## src/core/rx_recovery_pkg.sv

```systemverilog
// Shared constants and carrier types for the serial receive recovery block.
package rx_recovery_pkg;

  // ----------------------------------------------------------------
  // Sampling constants
  // ----------------------------------------------------------------
  localparam logic [4:0] SAMPLES_NORMAL = 5'h10;
  localparam logic [4:0] SAMPLES_DOUBLE = 5'h08;
  localparam logic [4:0] VOTE_FIRST_NORMAL = 5'h08;
  localparam logic [4:0] VOTE_FIRST_DOUBLE = 5'h04;
  localparam logic [3:0] PAYLOAD_MIN = 4'h5;
  localparam logic [3:0] PAYLOAD_MAX = 4'hA;
  localparam logic [15:0] DIVIDER_RESET = 16'h0000;
  localparam int BUFFER_DEPTH = 2;

  // ----------------------------------------------------------------
  // Types
  // ----------------------------------------------------------------
  typedef enum logic [3:0] {
    ST_IDLE = 4'b0001,
    ST_START = 4'b0010,
    ST_DATA = 4'b0100,
    ST_STOP = 4'b1000
  } rx_state_t;

  typedef struct packed {
    logic [9:0] payload;
    logic frame_error_flag;
  } rx_word_t;

  typedef struct packed {
    logic double_speed_select;
    logic receiver_enable_bit;
    logic [3:0] payload_bits;
    logic [15:0] baud_divider_value;
  } rx_config_t;

endpackage

```

## src/core/rx_recovery.sv

```systemverilog
// Receive clock and data recovery with a two-entry receive buffer.
`timescale 1ns/1ps
// What this block does
// - Sixteen samples per bit normally, eight in double-speed mode.
// - Double-speed sampling is used when the double-speed select bit is one.
// - In idle, a falling edge starts start detection; first low sample is one.
// - Start checked on samples 8,9,10 normally, or 4,5,6 in double speed.
// - Two or more high start samples reject the start as noise.
// - A valid start realigns sample timing afresh for every frame.
// - Per-bit state counter steps 16 or 8 states; samples numbered by state.
// - Data and parity bits resolve by two-of-three majority vote.
// - Votes start at sample 8 normally, at sample 4 in double speed.
// - Recovery runs through the first stop bit; later stop bits ignored.
// - A first stop bit voting zero sets the frame error flag.
// - Next start edge is watched right after the stop decision sample, one past the last vote.
// - Payload length, character plus parity, is five to ten bits.
// - Frame error is buffered with its frame and advances on reads.
// - Clearing receiver enable aborts reception and empties the buffer.
module rx_recovery (
  input wire logic clk,
  input wire logic rst,
  input wire rx_recovery_pkg::rx_config_t cfg,
  input wire logic rx_line,
  input wire logic read_strobe,
  output logic receive_complete_flag,
  output rx_recovery_pkg::rx_word_t serial_data_buffer,
  output logic frame_active
);

  // ----------------------------------------------------------------
  // State
  // ----------------------------------------------------------------
  typedef struct packed {
    logic [2:0] sync;
    logic line;
    logic prev;
    logic [15:0] div_count;
    rx_recovery_pkg::rx_state_t state;
    logic [4:0] sample;
    logic [2:0] votes;
    logic [3:0] bit_index;
    logic [9:0] shift;
    rx_recovery_pkg::rx_word_t [1:0] buffer;
    logic [1:0] count;
    logic rd_ptr;
    logic wr_ptr;
  } rx_regs_t;

  rx_regs_t r;
  rx_regs_t next_r;
  logic tick;
  logic fall;
  logic [4:0] per_bit;
  logic [4:0] vote_first;
  logic [3:0] plen;
  logic voted;
  logic push;
  logic pop;

  function automatic logic majority(input logic [2:0] v);
    majority = (v[0] & v[1]) | (v[0] & v[2]) | (v[1] & v[2]);
  endfunction

  // ----------------------------------------------------------------
  // Combinational next state
  // ----------------------------------------------------------------
  always_comb begin
    next_r = r;
    push = 1'b0;
    pop = 1'b0;
    voted = majority(r.votes);
    per_bit = cfg.double_speed_select ? rx_recovery_pkg::SAMPLES_DOUBLE
                                      : rx_recovery_pkg::SAMPLES_NORMAL;
    vote_first = cfg.double_speed_select ? rx_recovery_pkg::VOTE_FIRST_DOUBLE
                                         : rx_recovery_pkg::VOTE_FIRST_NORMAL;
    plen = cfg.payload_bits;
    if (plen < rx_recovery_pkg::PAYLOAD_MIN) begin
      plen = rx_recovery_pkg::PAYLOAD_MIN;
    end
    if (plen > rx_recovery_pkg::PAYLOAD_MAX) begin
      plen = rx_recovery_pkg::PAYLOAD_MAX;
    end
    // Three-stage synchroniser; a change counts when the last two agree.
    next_r.sync = {r.sync[1:0], rx_line};
    if (r.sync[2] == r.sync[1]) begin
      next_r.line = r.sync[2];
    end
    tick = (r.div_count == cfg.baud_divider_value);
    next_r.div_count = tick ? 16'h0000 : r.div_count + 16'h0001;
    // The level seen at each tick is kept, so only a high-to-low step starts a frame.
    if (tick) begin
      next_r.prev = r.line;
    end
    fall = tick && r.prev && !r.line;
    unique case (r.state)
      rx_recovery_pkg::ST_IDLE: begin
        if (fall) begin
          next_r.state = rx_recovery_pkg::ST_START;
          next_r.sample = 5'h01;
          next_r.votes = 3'h0;
        end
      end
      rx_recovery_pkg::ST_START,
      rx_recovery_pkg::ST_DATA,
      rx_recovery_pkg::ST_STOP: begin
        if (tick) begin
          next_r.sample = r.sample + 5'h01;
          if (r.sample >= vote_first && r.sample <= vote_first + 5'h02) begin
            next_r.votes = {r.votes[1:0], r.line};
          end
          if (r.sample == vote_first + 5'h03) begin
            if (r.state == rx_recovery_pkg::ST_START && voted) begin
              next_r.state = rx_recovery_pkg::ST_IDLE;
            end else if (r.state == rx_recovery_pkg::ST_STOP) begin
              // The stop bit is done one sample after its last vote; idle watches at once.
              push = 1'b1;
              next_r.state = rx_recovery_pkg::ST_IDLE;
            end else if (r.state == rx_recovery_pkg::ST_DATA) begin
              next_r.shift = {voted, r.shift[9:1]};
            end
          end
          if (r.sample == per_bit) begin
            next_r.sample = 5'h01;
            if (r.state == rx_recovery_pkg::ST_START) begin
              next_r.state = rx_recovery_pkg::ST_DATA;
              next_r.bit_index = 4'h0;
              next_r.shift = 10'h000;
            end else if (r.state == rx_recovery_pkg::ST_DATA) begin
              next_r.bit_index = r.bit_index + 4'h1;
              if (r.bit_index + 4'h1 == plen) begin
                next_r.state = rx_recovery_pkg::ST_STOP;
              end
            end
          end
        end
      end
    endcase
    if (push && r.count != 2'h2) begin
      next_r.buffer[r.wr_ptr].payload = r.shift >> (4'hA - plen);
      next_r.buffer[r.wr_ptr].frame_error_flag = ~voted;
      next_r.wr_ptr = ~r.wr_ptr;
    end
    pop = read_strobe && r.count != 2'h0;
    if (pop) begin
      next_r.rd_ptr = ~r.rd_ptr;
    end
    next_r.count = r.count + {1'b0, push && r.count != 2'h2} - {1'b0, pop};
    if (!cfg.receiver_enable_bit) begin
      next_r.state = rx_recovery_pkg::ST_IDLE;
      next_r.count = 2'h0;
      next_r.rd_ptr = 1'b0;
      next_r.wr_ptr = 1'b0;
    end
  end

  always_ff @(posedge clk or posedge rst) begin
    if (rst) begin
      r <= '{sync: 3'h7, line: 1'b1, prev: 1'b1, div_count: 16'h0000,
             state: rx_recovery_pkg::ST_IDLE, sample: 5'h00, votes: 3'h0,
             bit_index: 4'h0, shift: 10'h000, buffer: '0, count: 2'h0,
             rd_ptr: 1'b0, wr_ptr: 1'b0};
    end else begin
      r <= next_r;
    end
  end

  assign receive_complete_flag = (r.count != 2'h0);
  assign serial_data_buffer = r.buffer[r.rd_ptr];
  assign frame_active = (r.state != rx_recovery_pkg::ST_IDLE);

  // ----------------------------------------------------------------
  // Assertion helpers
  // ----------------------------------------------------------------
  // Ticks of a running frame, and the decision points within it.
  logic busy_tick;
  logic start_decide;
  logic data_decide;
  logic bit_end;
  assign busy_tick = tick && cfg.receiver_enable_bit && r.state != rx_recovery_pkg::ST_IDLE;
  assign start_decide = busy_tick && r.state == rx_recovery_pkg::ST_START
                        && r.sample == vote_first + 5'h03;
  assign data_decide = busy_tick && r.state == rx_recovery_pkg::ST_DATA
                       && r.sample == vote_first + 5'h03;
  assign bit_end = busy_tick && r.sample == per_bit;
endmodule // rx_recovery

```

## config.mk

```make
export PLATFORM = sky130hd
export DESIGN_NAME = rx_recovery
export DESIGN_NICKNAME = d
export VERILOG_FILES = /design/src/core/rx_recovery_pkg.sv /design/src/core/rx_recovery.sv
export SDC_FILE = /design/constraint.sdc
export NUM_CORES = 1
export LEC_CHECK = 0
export ABC_AREA = 1
export BUFFER_PORTS_ARGS = -buffer_cell sky130_fd_sc_hd__buf_2
export CAP_MARGIN = 20
export CORE_MARGIN = 4
export CORE_UTILIZATION = 30
export CTS_CLUSTER_SIZE = 14
export DETAILED_ROUTE_END_ITERATION = 12
export GPL_TIMING_DRIVEN = 0
export SYNTH_ARGS = -nofsm -noshare
export SYNTH_HDL_FRONTEND = slang
export SYNTH_SLANG_ARGS = --single-unit
```

## constraint.sdc

```tcl
create_clock -name clk -period 2.3 [get_ports clk]
set_input_delay 0.46 -clock clk [delete_from_list [all_inputs] [get_ports clk]]
set_output_delay 0.46 -clock clk [all_outputs]
set_load 0.02 [all_outputs]
```

; ---- Word level (Yosys, flattened, before mapping)
; Cells that the tools add are included.
; W data, S select, Z words.
[totals]
latch_bits = 0
memories = 0
mem_bits_ro = 0
register_bits = 73
out_inout_bits = 13
ram_bits = 0
wordCells = 115
[classes]
n_eq_ne = 18
n_mux = 41
n_shift = 1
multipliers = 0
n_lt_le_gt_ge = 7
reduce_logical = 16
addsub = 8
n_bitwise = 8
div = 0
[ops]
columns = op, n
row1 = $mux W4, 13
row2 = $mux W10, 5
row3 = $bwmux W22, 2
row4 = $mux W11, 3
row5 = $mux W26, 1
row6 = $pmux W12 S2, 1
row7 = $demux W11 S1, 2
row8 = $add A16 B1 Y16 const B, 1
row9 = $eq A16 B16 Y1, 1
row10 = $mux W16, 1
row11 = $mux W14, 1
row12 = $mux W12, 1
row13 = $add A4 B2 Y5 const B, 2
row14 = $eq A5 B5 Y1, 2
row15 = $shr A10 B4 Y10, 1
row16 = $mux W9, 1
row17 = $mux W1, 8
row18 = $ne A2 B2 Y1 const B, 4
row19 = $logic_and A1 B1 Y1, 7
row20 = $ne A3 B3 Y1 const B, 2
row21 = $reduce_and A2 Y1, 3
row22 = $add A5 B1 Y5 const B, 1
row23 = $ge A5 B4 Y1, 1
row24 = $le A5 B5 Y1, 1
row25 = other kinds (26), 34

; ---- Depth between registers and ports, before layout
; Gate-level depths: netlist (run 1).
[logic_depth]
word_depth = 13
depth_mapped = 17

; ---- Worst setup path after synthesis (run 1)
; OpenSTA, ideal clock, no wires.
[synth_path]
path_kind = input-to-reg
start = in cfg[16] (netlist name)
end = reg r[24] (netlist name)
t_arrival_ps = 2215
path_stages = 10
path_buffers = 1
setup_slack_ps = 20
setup_ps = 65
t_required_ps = 2235
cell_sequence = o21ai_0 -> nand2_1 -> nand2_2 -> buf_2 -> ha_1 -> xor2_1 -> inv_1 -> nor3_1 -> nand2_1 -> nand2_1
[synth_via]
elab_chain_cells = 8
[synth_rtl]
columns = item, line
row1 = from (decl), rx_recovery.sv:22  ; input wire rx_recovery_pkg::rx_config_t cfg,
row2 = $lt A4 B3 Y1, rx_recovery.sv:77  ; if (plen < rx_recovery_pkg::PAYLOAD_MIN) begin
row3 = $mux W4 (*), rx_recovery.sv:77
row4 = $gt A4 B4 Y1, rx_recovery.sv:80  ; if (plen > rx_recovery_pkg::PAYLOAD_MAX) begin
row5 = $mux W4 (*), rx_recovery.sv:80
row6 = $sub A4 B4 Y4 (*), rx_recovery.sv:139  ; next_r.buffer[r.wr_ptr].payload = r.shift >> (4'hA - plen);
row7 = $shr A10 B4 Y10 (*), rx_recovery.sv:139
row8 = $bwmux W22 (*), rx_recovery.sv:139
row9 = $bwmux W22 (*), rx_recovery.sv:140  ; next_r.buffer[r.wr_ptr].frame_error_flag = ~voted;
row10 = to (signal assigned), rx_recovery.sv:158  ; r <= '{sync: 3'h7, line: 1'b1, prev: 1'b1, div_count: 16'h0000,
row11 = to (signal assigned), rx_recovery.sv:163  ; r <= next_r;
row12 = to (decl), rx_recovery.sv:49  ; rx_regs_t r;
; Mark *: on every way between the ends. The rest lies on a longest branch, timed or not.
; A chain may end at the register's enable or synchronous reset.

==> impl_results.md, run 1 <==
* Row count at 44
* Cell area power density at 707.5 nW/um^2
* Largest net degree at the start of global routing at 39
* Final Setup Violations at 0
* Fmax at between 400 and 500 MHz
* Remaining DRCs at 0
* Max-cap violation count at 0
* Most common cell after layout, fill and taps aside: nand2_1
* Dpl ws at -631.9 ps
* DP HPWL at between 7000 and 8000 um
* P&R area growth vs syn at 21.57%
* Relative slew slack at 0.4638
* Mapped cell area at ~4500 um^2
* Setup TNS at 0 ps
* Most frequent cells in the layout: nand2_1 (220), dfrtp_1 (62), inv_1 (59)
* Yosys reg bits at 73
* Util after Layout at 0.3726
* Sequential fraction of the synthesis area at 0.4118
* Area after DPL at slightly below 5000 um^2
* Synth Net Count at 655
* CP startpoint kind: flop
* Nets at 718
* Synth warn at 0
* Status: finished, final reports clean
* Critical Path RT at approximately 2500 ps
* Fillers at about 1500
* Clk_skew at roughly 9.2 ps
* Syn Inst Count at just over 600
* Vias in the first global route at 3829
* Worst vdd ir at approximately 0.37 mV
* Clock sink count at 73
* Period minus WS final at approximately 2100 ps
* Hold Path Cell Cnt at 1
* WP data arrival at about 2400 ps
* Avg Vias per Cell at approximately 4.6
* GPL Wtd Cong at between 0.8 and 0.9
* Die Ht at around 130 um
* Diodes inserted at 0
* Vias at 4006
* Final Hold Fails at 0
* Max clock buf depth at 2
* Final Max Slew Viols at 0
* Worst-path clk slew at roughly 50 ps
* Syn avg cell area at ~7.2 um^2
* Fin Hold WS at approximately 230 ps
* Port bufs at 38
* Static Leak at around 0.0028 uW
* Root Driver: clkbuf_16
* I/O pin count at 39
* Layout cells sized above 1 at 0.2128
* Initial Util at 0.3065
* Tcrit/Tclk final at 0.9337
* Clock H-tree levels at 3
* Core ar. at ~15000 um^2
* Post-route ant nets at 0
* CTS tree: built
* DR pass1 iterations at 4
* First-pass GRT wire length at 17930 um
* Final wirelength at roughly 10000 um
* Horiz. Die Dim at roughly 130 um
* Max FO, Critical Path at 3
* Num CTS Buffers at 9
* Initial antenna violation count at 0
* Latest clock arrival within the worst-skew pair at 330 ps
* Post-synthesis cell type count at 37
* Total die area at about 17000 um^2
* Final setup margin at 152.6 ps
* R2r worst-path depth at 13
* Design Area, Final at roughly 5400 um^2
* Starting DRC count in detailed routing at roughly 240
* Worst Tran Pin Value at ~800 ps
* CP endpoint kind: flop
* Post-CTS Hold Fix Bufs at 0
* Avg WL per Cell at between 10 and 15 um
* Crit Path Category: reg2reg
* Overall Global Routing Usage at 0.1298
* Min-delay worst type: in2reg
* Total grt overflow at 0
[layer usage]
metal | up-vias | wire length (um) | GRT usage
met5 | - | 0 | 0
met4 | 0 | 115 | 0.04156
met3 | 10 | 453 | 0.03070
met2 | 58 | 4518 | 0.1971
met1 | 1839 | 5201 | 0.1829
li1 | 2099 | - | -
[report_power, final]
part	total [uW]	leakage [uW]	switching [uW]	internal [uW]
logic	919	0.00170	582	337
registers	1560	0.000953	149	1410
clock network	1350	0.000139	520	829
total	3830	0.00279	1250	2580
[critical path: stages, from the launching register on]
cell,delay (ps)
dfrtp_2,440
ha_4,290
nand2_2,80
nor2_4,120
inv_2,60
nor2_4,80
o211ai_1,100
nor2_2,120
inv_2,50
ha_4,250
inv_1,30
ha_1,180
xor2_1,170
nor2_1,50
[state kept, by name, summed over array words and instances (netlist names)]
register	cells
next_r	2
r	71
[final cells by class]
| cell class | count | area [um^2] | share of cell area |
|---|---|---|---|
| clock buffers | 11 | 232.7 | 0.04298 |
| clock inverters | 4 | 45.04 | 0.008318 |
| well taps | 184 | 230.2 | 0.04251 |
| multi-input cells | 460 | 2377 | 0.4390 |
| plain buffers | 9 | 73.82 | 0.01363 |
| repair buffers | 53 | 315.3 | 0.05823 |
| inverters | 76 | 300.3 | 0.05545 |
| flip-flops and latches | 73 | 1841 | 0.3399 |
[cells by family (layout without fill, tap and decap cells)]
logic type,count (synthesis),count (layout),share of synthesized area
AOI/OAI and AO/OA,51,51,0.06152
xor gates and xnor gates,10,10,0.01966
adders and majority gates,11,11,0.03034
buffers and inverters,86,153,0.07949
DFF,73,73,0.4118
muxes,11,11,0.02781
and+or+nand+nor,377,377,0.3694
[worst paths after layout]
path | slack (ps) | endpoint | startpoint
worst max-delay path | 150 | r[3] | r[46]
worst min-delay path | 230 | next_r[71] | rx_line
worst max register to register | 150 | r[3] | r[46]
worst min register to register | 350 | next_r[72] | next_r[71]
max in group asynchronous | 1320 | r[69] | rst
min in group asynchronous | 270 | r[1] | rst
[stage by stage]
step | power (uW) | std cells
2_1_floorplan | 2176 | 619
3_3_place_gp | 2395 | 841
3_5_place_dp | 2402 | 842
4_1_cts | 3788 | 859
5_1_grt | 4085 | 870
6_report | 3831 | 870
[repair_timing]
item | in CTS | in global routing
gates resized for setup | 11 | 30
setup endpoints to repair | 22 | 30
pin swaps | 2 | 7
setup buffers | 2 | 12
[cells in the mapped netlist (all sizes together)]
| cell type | number | share of area |
|---|---|---|
| nand4 | 10 | 0.015 |
| xnor2 | 4 | 0.0079 |
| nand3 | 55 | 0.065 |
| o211ai | 6 | 0.010 |
| clkinv | 2 | 0.0020 |
| nand2 | 233 | 0.20 |
| dfrtp | 67 | 0.38 |
| nand3b | 1 | 0.0017 |
| nor4 | 1 | 0.0014 |
| o21ai | 28 | 0.032 |
| ha | 10 | 0.028 |
| clkbuf | 2 | 0.0017 |
| or2 | 1 | 0.0014 |
| nor3 | 16 | 0.023 |
| xor2 | 6 | 0.012 |
| buf | 8 | 0.013 |
| a21oi | 17 | 0.019 |
| nor2 | 60 | 0.060 |
| mux2 | 11 | 0.028 |
| dfstp | 6 | 0.035 |
| maj3 | 1 | 0.0022 |
| inv | 74 | 0.062 |
No activity file was read; power rests on OpenSTA's default activity.
==> inputs of run 2 (changes only) <==
--- a/config.mk
+++ b/config.mk
@@ -5,11 +5,10 @@
 export SDC_FILE = /design/constraint.sdc
 export NUM_CORES = 1
 export LEC_CHECK = 0
-export ABC_AREA = 1
 export BUFFER_PORTS_ARGS = -buffer_cell sky130_fd_sc_hd__buf_2
 export CAP_MARGIN = 20
 export CORE_MARGIN = 4
-export CORE_UTILIZATION = 30
+export CORE_UTILIZATION = 35
 export CTS_CLUSTER_SIZE = 14
 export DETAILED_ROUTE_END_ITERATION = 12
 export GPL_TIMING_DRIVEN = 0
==> run 2 against run 1 <==
The run now ends with negative setup slack left. Design area down 2.3%. Sequential share of layout area up 0.70 points. Utilization up 8.9 points. Global-route usage up 1.5 points. Via count down 19%. Critical path type unchanged. Largest cell class unchanged.
==> impl_results.md, run 2 <==
* Relative slew slack at 0.3990 (was 0.4638)
* Failing checks: negative setup slack
* Hold Path Cell Cnt at 1 (unchanged)
* HP Start: rx_line (unchanged)
* Worst Tran Pin Value at 893.3 ps (was 802.6 ps)
* Avg Vias per Cell at 5.099 (was 4.605)
* Cell Chain, Critical Path: ha_4 > nor2b_4 > nand3_4 > or3_4 > or2_4 > nor2_4 > inv_2 > ha_4 > inv_2 > ha_4 > xnor2_2 > xnor2_1 > and2_1 (was ha_4 > nand2_2 > nor2_4 > inv_2 > nor2_4 > o211ai_1 > nor2_2 > inv_2 > ha_4 > inv_1 > ha_1 > xor2_1 > nor2_1)
* Initial Util at 0.3595 (was 0.3065)
* Fillers at 1057 (was 1526)
* Post-synth top area cell: dfrtp_1 (unchanged)
* Total grt overflow at 0 (unchanged)
* Num CTS Buffers at 9 (unchanged)
* Top Family by Delay on Critical Path: simple AND/OR/NAND/NOR gates (was adder cells)
* Post-synthesis cell type count at 48 (was 37)
* Static Leak at 0.002339 uW (was 0.002791 uW)
* I/O pin count at 39 (unchanged)
* Period minus WS final at 2640 ps (was 2147 ps)
* Min-delay worst type: in2reg (unchanged)
* Synth top area cells: dfrtp_1 (41%), xnor2_1 (5.3%), mux2i_1 (4.4%), nand2_1 (4.1%), dfstp_2 (3.8%) (was dfrtp_1 (38%), nand2_1 (19%), nand3_1 (6.1%), inv_1 (5.4%), nor2_1 (4.5%))
* Post-CTS Hold Fix Bufs at 0 (unchanged)
* CP startpoint kind: flop (unchanged)
* Worst-path clk slew at 60 ps (was 50 ps)
* Clock sink count at 73 (unchanged)
* Clk_skew at 5.734 ps (was 9.195 ps)
* Top cells by count, synth: dfrtp_1 (67), nand2_1 (45), nor2_1 (32), xnor2_1 (25), o21ai_0 (22) (was nand2_1 (225), dfrtp_1 (67), inv_1 (64), nand3_1 (54), nor2_1 (53))
* Most frequent cells in the layout: dfrtp_1 (66), buf_2 (41), nor2_1 (30) (was nand2_1 (220), dfrtp_1 (62), inv_1 (59))
* Worst path max stage delay at 440 ps (about the same)
* Root Driver: clkbuf_16 (unchanged)
* WP data arrival at 2870 ps (was 2370 ps)
* Largest Register: r (unchanged)
* Critical Path RT at 2530 ps (was 2520 ps)
* Syn Inst Count at 416 (was 619)
* GPL Wtd Cong at 0.8101 (was 0.8866)
* R2r worst-path depth at 13 (unchanged)
* Most common cell on crit path: ha_4
* Overall Global Routing Usage at 0.1449 (was 0.1298)
* CP endpoint kind: flop (unchanged)
* P&R area growth vs syn at 28.35% (was 21.57%)
* Total power at 3147 uW (was 3831 uW)
* Cell area power density at 594.8 nW/um^2 (was 707.5 nW/um^2)
* Dpl ws at -778.8 ps (was -631.9 ps)
* Remaining DRCs at 0 (unchanged)
* Tcrit/Tclk final at 1.148 (was 0.9337)
* Total die area at 13580 um^2 (was 16860 um^2)
* Post-synth top area share at 0.4067 (was 0.3764)
* Mapped cell area at 4123 um^2 (was 4454 um^2)
* Final wirelength at 9554 um (was 10290 um)
* Nets at 525 (was 718)
* Syn avg cell area at 9.910 um^2 (was 7.196 um^2)
* Diodes inserted at 0 (unchanged)
* Max FO, Critical Path at 2 (was 3)
* Fmax at 378.8 MHz (was 465.7 MHz)
* Count leader, synth: dfrtp_1 (was nand2_1)
* CP Depth at 13 (unchanged)
* Final Hold Fails at 0 (unchanged)
* Yosys reg bits at 73 (unchanged)
* Synth warn at 0 (unchanged)
* Async S/R FF share, synth at 1.000 (unchanged)
* Largest net degree at the start of global routing at 42 (was 39)
* First-pass GRT wire length at 15610 um (was 17930 um)
* CP max stage cell: dfrtp_2 (unchanged)
* Starting DRC count in detailed routing at 159 (was 239)
* Worst vdd ir at 0.3688 mV (was 0.3664 mV)
* Layout cells sized above 1 at 0.3502 (was 0.2128)
* Max reg flops at 71 (unchanged)
* Fin Hold WS at 221.1 ps (was 234.5 ps)
* Latest clock arrival within the worst-skew pair at 340 ps (was 330 ps)
* Final Setup Violations at 25 (was 0)
* Area after DPL at 4597 um^2 (was 4898 um^2)
* Port bufs at 38 (unchanged)
* Util after Layout at 0.4614 (was 0.3726)
* Status: finished with violations (was finished, final reports clean)
* Most common cell after layout, fill and taps aside: dfrtp_1 (was nand2_1)
* Final setup margin at -340.1 ps (was 152.6 ps)
* Max-cap violation count at 0 (unchanged)
* Sequential fraction of the synthesis area at 0.4449 (was 0.4118)
* Final Max Slew Viols at 0 (unchanged)
* Design Area, Final at 5291 um^2 (was 5415 um^2)
* CTS tree: built (unchanged)
* RSZ-0062 raised after global routing: true
* Avg WL per Cell at 15.00 um (was 11.83 um)
* Horiz. Die Dim at 116.5 um (was 129.9 um)
* Post-route ant nets at 0 (unchanged)
* Core ar. at 11470 um^2 (was 14530 um^2)
* Buf/Inv on CP at 2 (was 3)
* Crit Path Category: reg2reg (unchanged)
* Worst r2r src: r[46] (unchanged)
* Synth Net Count at 452 (was 655)
* Die Ht at 116.5 um (was 129.9 um)
* Initial antenna violation count at 0 (unchanged)
* DR pass1 iterations at 4 (unchanged)
* Area of the multi-input gates at 2321 um^2 (was 2377 um^2)
* Vias in the first global route at 3175 (was 3829)
* EDFF count, synth at 0 (unchanged)
* Max clock buf depth at 2 (unchanged)
* CP startpoint: r[46] (unchanged)
* Reg area at 1836 um^2 (was 1841 um^2)
* Clock H-tree levels at 3 (unchanged)
* DP HPWL at 6500 um (was 7509 um)
* Row count at 39 (was 44)
* Most common flop cell mapped by yosys: dfrtp_1 (unchanged)
* Vias at 3248 (was 4006)
==> run 2: changes by cell type after synthesis, moves of 10 or more <==
cell and delta:
xnor2_1 +21, mux2i_1 +18, inv_1 -48, nor2_1 -21, nand2_1 -180, and2_1 +10
inv_2 -10, o21ai_2 +14, nand3_1 -36, a22o_1 +10
==> run 2: logic make-up after synthesis <==
| group | Yosys count | share of synthesized area |
|---|---|---|
| AO/OA/AOI/OAI | 86 | 0.1396 |
| XOR/XNOR | 37 | 0.08043 |
| adder cells (fa/ha/maj) | 13 | 0.03763 |
| buffers and inverters | 27 | 0.03460 |
| flip-flops | 73 | 0.4449 |
| multiplexers | 31 | 0.07921 |
| AND/OR/NAND/NOR | 149 | 0.1836 |
==> run 2: through the flow <==
| stage | setup TNS, ps | instances |
|---|---|---|
| 3_5_place_dp | -14740 | 598 |
| 3_3_place_gp | -12750 | 597 |
| 5_1_grt | -9945 | 637 |
| 2_1_floorplan | -1300 | 416 |
| 4_1_cts | -6307 | 632 |
| 6_report | -7178 | 637 |
==> run 2: what timing repair did <==
action / CTS / global route
setup endpoints to repair: 55 / 43
gates cloned: 3 / 0
gates resized for setup: 22 / 22
hold endpoints to repair: 0 / 0
pin swaps: 9 / 8
setup buffers: 16 / 13
==> run 2: final timing paths <==
path	end	slack, ps
min in group asynchronous	r[1]	240
hold / removal	next_r[71]	220
setup / recovery	r[3]	-340
max in group asynchronous	r[69]	1350
setup reg to reg	r[3]	-340
hold reg to reg	next_r[72]	350
==> run 2: where the power goes <==
part	total (uW)	leakage (uW)	switching [uW]	internal [uW]
clock network	1490	0.000155	539	948
registers	1380	0.000979	53.3	1330
logic	281	0.00120	150	131
==> run 2: metal layers <==
metal | global-route usage | up-vias | wire length (um)
li1 | - | 1610 | -
met1 | 0.1963 | 1582 | 4573
met2 | 0.2342 | 44 | 4517
met3 | 0.02591 | 12 | 321
met4 | 0.05046 | 0 | 142
met5 | 0 | - | 0
==> run 2: final cells by class <==
class,instances,share of cell area
clock buffers,9,0.04256
plain buffers,9,0.01963
flip-flops and latches,73,0.3469
clock inverters,7,0.01797
repair buffers,64,0.08844
multi-input cells,316,0.4386
inverters,16,0.01206
well taps,143,0.03381
==> inputs of run 3 (changes only) <==
--- a/config.mk
+++ b/config.mk
@@ -7,11 +7,14 @@
 export LEC_CHECK = 0
 export BUFFER_PORTS_ARGS = -buffer_cell sky130_fd_sc_hd__buf_2
 export CAP_MARGIN = 20
+export CELL_PAD_IN_SITES_DETAIL_PLACEMENT = 0
+export CELL_PAD_IN_SITES_GLOBAL_PLACEMENT = 1
 export CORE_MARGIN = 4
 export CORE_UTILIZATION = 35
 export CTS_CLUSTER_SIZE = 14
 export DETAILED_ROUTE_END_ITERATION = 12
 export GPL_TIMING_DRIVEN = 0
+export PLACE_DENSITY_LB_ADDON = 0.1
 export SYNTH_ARGS = -nofsm -noshare
 export SYNTH_HDL_FRONTEND = slang
 export SYNTH_SLANG_ARGS = --single-unit
==> run 3 against run 2 <==
The flow still finishes with violations (negative setup slack). Sequential power about the same. Count of clock-buffer cells in the layout increased by 3. Critical endpoint unchanged. Sequential share of layout area about the same.
==> impl_results.md, run 3 (same netlist as run 2, synthesis figures left out) <==
* Relative slew slack at 0.4020 (was 0.3990)
* Top Family by Delay on Critical Path: simple AND/OR/NAND/NOR gates (unchanged)
* Port bufs at 38 (unchanged)
* Most common cell after layout, fill and taps aside: dfrtp_1 (unchanged)
* Worst Tran Pin Value at 888.8 ps (was 893.3 ps)
* Core ar. at 11470 um^2 (unchanged)
* Area after DPL at 4597 um^2 (unchanged)
* Worst vdd ir at 0.3858 mV (was 0.3688 mV)
* Layout cells sized above 1 at 0.3422 (was 0.3502)
* Row count at 39 (unchanged)
* Fmax at 382.4 MHz (was 378.8 MHz)
* Tcrit/Tclk final at 1.137 (was 1.148)
* WP data arrival at 2840 ps (was 2870 ps)
* Final Setup Violations at 25 (unchanged)
* Final Hold Fails at 0 (unchanged)
* Die Ht at 116.5 um (unchanged)
* Max-cap violation count at 0 (unchanged)
* Clock H-tree levels at 3 (unchanged)
* Post-route ant nets at 0 (unchanged)
* Final wirelength at 9673 um (was 9554 um)
* RSZ-0062 raised after global routing: true (unchanged)
* I/O pin count at 39 (unchanged)
* Buf/Inv on CP at 2 (unchanged)
* Worst-path clk slew at 60 ps (about the same)
* Largest net degree at the start of global routing at 38 (was 42)
* Clock sink count at 73 (unchanged)
* CP endpoint kind: flop (unchanged)
* DR pass1 iterations at 4 (unchanged)
* Vias in the first global route at 3315 (was 3175)
* Critical Path RT at 2520 ps (was 2530 ps)
* P&R area growth vs syn at 28.16% (was 28.35%)
* Nets at 523 (was 525)
* Clock power frac at 0.462 (was 0.472)
* Internal power at 2347 uW (was 2404 uW)
* CP startpoint kind: flop (unchanged)
* Starting DRC count in detailed routing at 118 (was 159)
* DP HPWL at 6651 um (was 6500 um)
* Cell Chain, Critical Path: ha_1 > nand3_4 > or3_4 > or2_4 > nor2_4 > inv_2 > ha_4 > inv_4 > ha_4 > xnor2_2 > xnor2_1 > and2_1 (was ha_4 > nor2b_4 > nand3_4 > or3_4 > or2_4 > nor2_4 > inv_2 > ha_4 > inv_2 > ha_4 > xnor2_2 > xnor2_1 > and2_1)
* Worst path max stage delay at 450 ps (was 440 ps)
* CP max stage cell: dfrtp_1 (was dfrtp_2)
* Horiz. Die Dim at 116.5 um (unchanged)
* Max FO, Critical Path at 6 (was 2)
* Clk_skew at 4.240 ps (was 5.734 ps)
* Share of power burned in registers at 0.447 (was 0.438)
* Initial antenna violation count at 0 (unchanged)
* CP startpoint: r[45] (was r[46])
* Post-CTS Hold Fix Bufs at 0 (unchanged)
* GPL Wtd Cong at 0.8136 (was 0.8101)
* Sw Pwr at 737.6 uW (was 742.9 uW)
* Overall Global Routing Usage at 0.1540 (was 0.1449)
* Failing checks: negative setup slack (unchanged)
* CTS tree: built (unchanged)
* Max reg flops at 71 (unchanged)
* Period minus WS final at 2615 ps (was 2640 ps)
* Num CTS Buffers at 9 (unchanged)
* First-pass GRT wire length at 16390 um (was 15610 um)
* Vias at 3278 (was 3248)
* Final Max Slew Viols at 0 (unchanged)
* Most common cell on crit path: ha_4 (unchanged)
* Min-delay worst type: in2reg (unchanged)
* Status: finished with violations (unchanged)
* Cell area power density at 583.8 nW/um^2 (was 594.8 nW/um^2)
* Design Area, Final at 5284 um^2 (was 5291 um^2)
* Avg Vias per Cell at 5.170 (was 5.099)
* Diodes inserted at 0 (unchanged)
* Initial Util at 0.3595 (unchanged)
* Remaining DRCs at 0 (unchanged)
* Final setup margin at -314.9 ps (was -340.1 ps)
* Combinational power share at 0.091 (was 0.089)
* Largest Register: r (unchanged)
* Sw Ratio at 0.2391 (was 0.2360)
* Avg WL per Cell at 15.26 um (was 15.00 um)
* Worst r2r src: r[45] (was r[46])
* Root Driver: clkbuf_16 (unchanged)
* Dpl ws at -781.3 ps (was -778.8 ps)
* HP Start: rx_line (unchanged)
* Most frequent cells in the layout: dfrtp_1 (67), buf_2 (41), nor2_1 (30) (was dfrtp_1 (66), buf_2 (41), nor2_1 (30))
* Max clock buf depth at 2 (unchanged)
* Total grt overflow at 0 (unchanged)
* Latest clock arrival within the worst-skew pair at 330 ps (was 340 ps)
* Total die area at 13580 um^2 (unchanged)
* Crit Path Category: reg2reg (unchanged)
* Static Leak at 0.002350 uW (was 0.002339 uW)
run 3: routing by layer:
| metal | GRT usage | up-vias | routed length, um | share of wire |
|---|---|---|---|---|
| met5 | 0 | - | 0 | 0 |
| met4 | 0.05887 | 0 | 147 | 0.015 |
| met3 | 0.02487 | 14 | 383 | 0.040 |
| met2 | 0.2353 | 54 | 4273 | 0.44 |
| met1 | 0.2194 | 1597 | 4868 | 0.50 |
| li1 | - | 1613 | - | - |
run 3: final cells by class:
| class | instances | area [um^2] |
|---|---|---|
| Timing Repair Buffer | 62 | 466.7 |
| Buffer | 9 | 108.9 |
| Clock inverter | 3 | 40.04 |
| Sequential cell | 73 | 1834 |
| Tap cell | 143 | 178.9 |
| Multi-Input combinational cell | 316 | 2332 |
| Fill cell | 1134 | 6183 |
| Inverter | 16 | 66.31 |
| Clock buffer | 12 | 256.5 |
run 3: timing repair:
item,CTS,global route
setup endpoints to repair,59,45
pin swaps,10,11
gates cloned,4,0
setup buffers,17,2
resized for setup,24,15
run 3: stage by stage:
stage | TNS, ps | cells | util | total power, uW | hold WS (ps)
finish | -5162 | 634 | 0.4608 | 3085 | 225.4
global route | -8452 | 634 | 0.4608 | 3217 | 217.9
CTS | -6414 | 633 | 0.4546 | 3114 | 213.6
detailed placement | -16350 | 598 | 0.4009 | 1677 | 347.6
global placement | -16260 | 597 | 0.3991 | 1669 | 347.3
floorplan | -1300 | 416 | - | 1592 | 345.2
run 3: path summary, 6_finish.rpt:
check | to | slack [ps] | depth (start not counted)
max | r[3] | -310 | 12
min | next_r[71] | 230 | 1
max reg2reg | r[3] | -310 | 12
min reg2reg | next_r[72] | 350 | 0
max in group asynchronous | r[68] | 1290 | 3
min in group asynchronous | r[19] | 300 | 2
run 3: power groups by stage:
stage	clock network, uW	logic [uW]	registers (uW)
final	1430	282	1380
after global routing	1520	318	1380
after CTS	1450	282	1380
after detailed placement	0	277	1400
after global placement	0	269	1400
after floorplan	0	204	1390
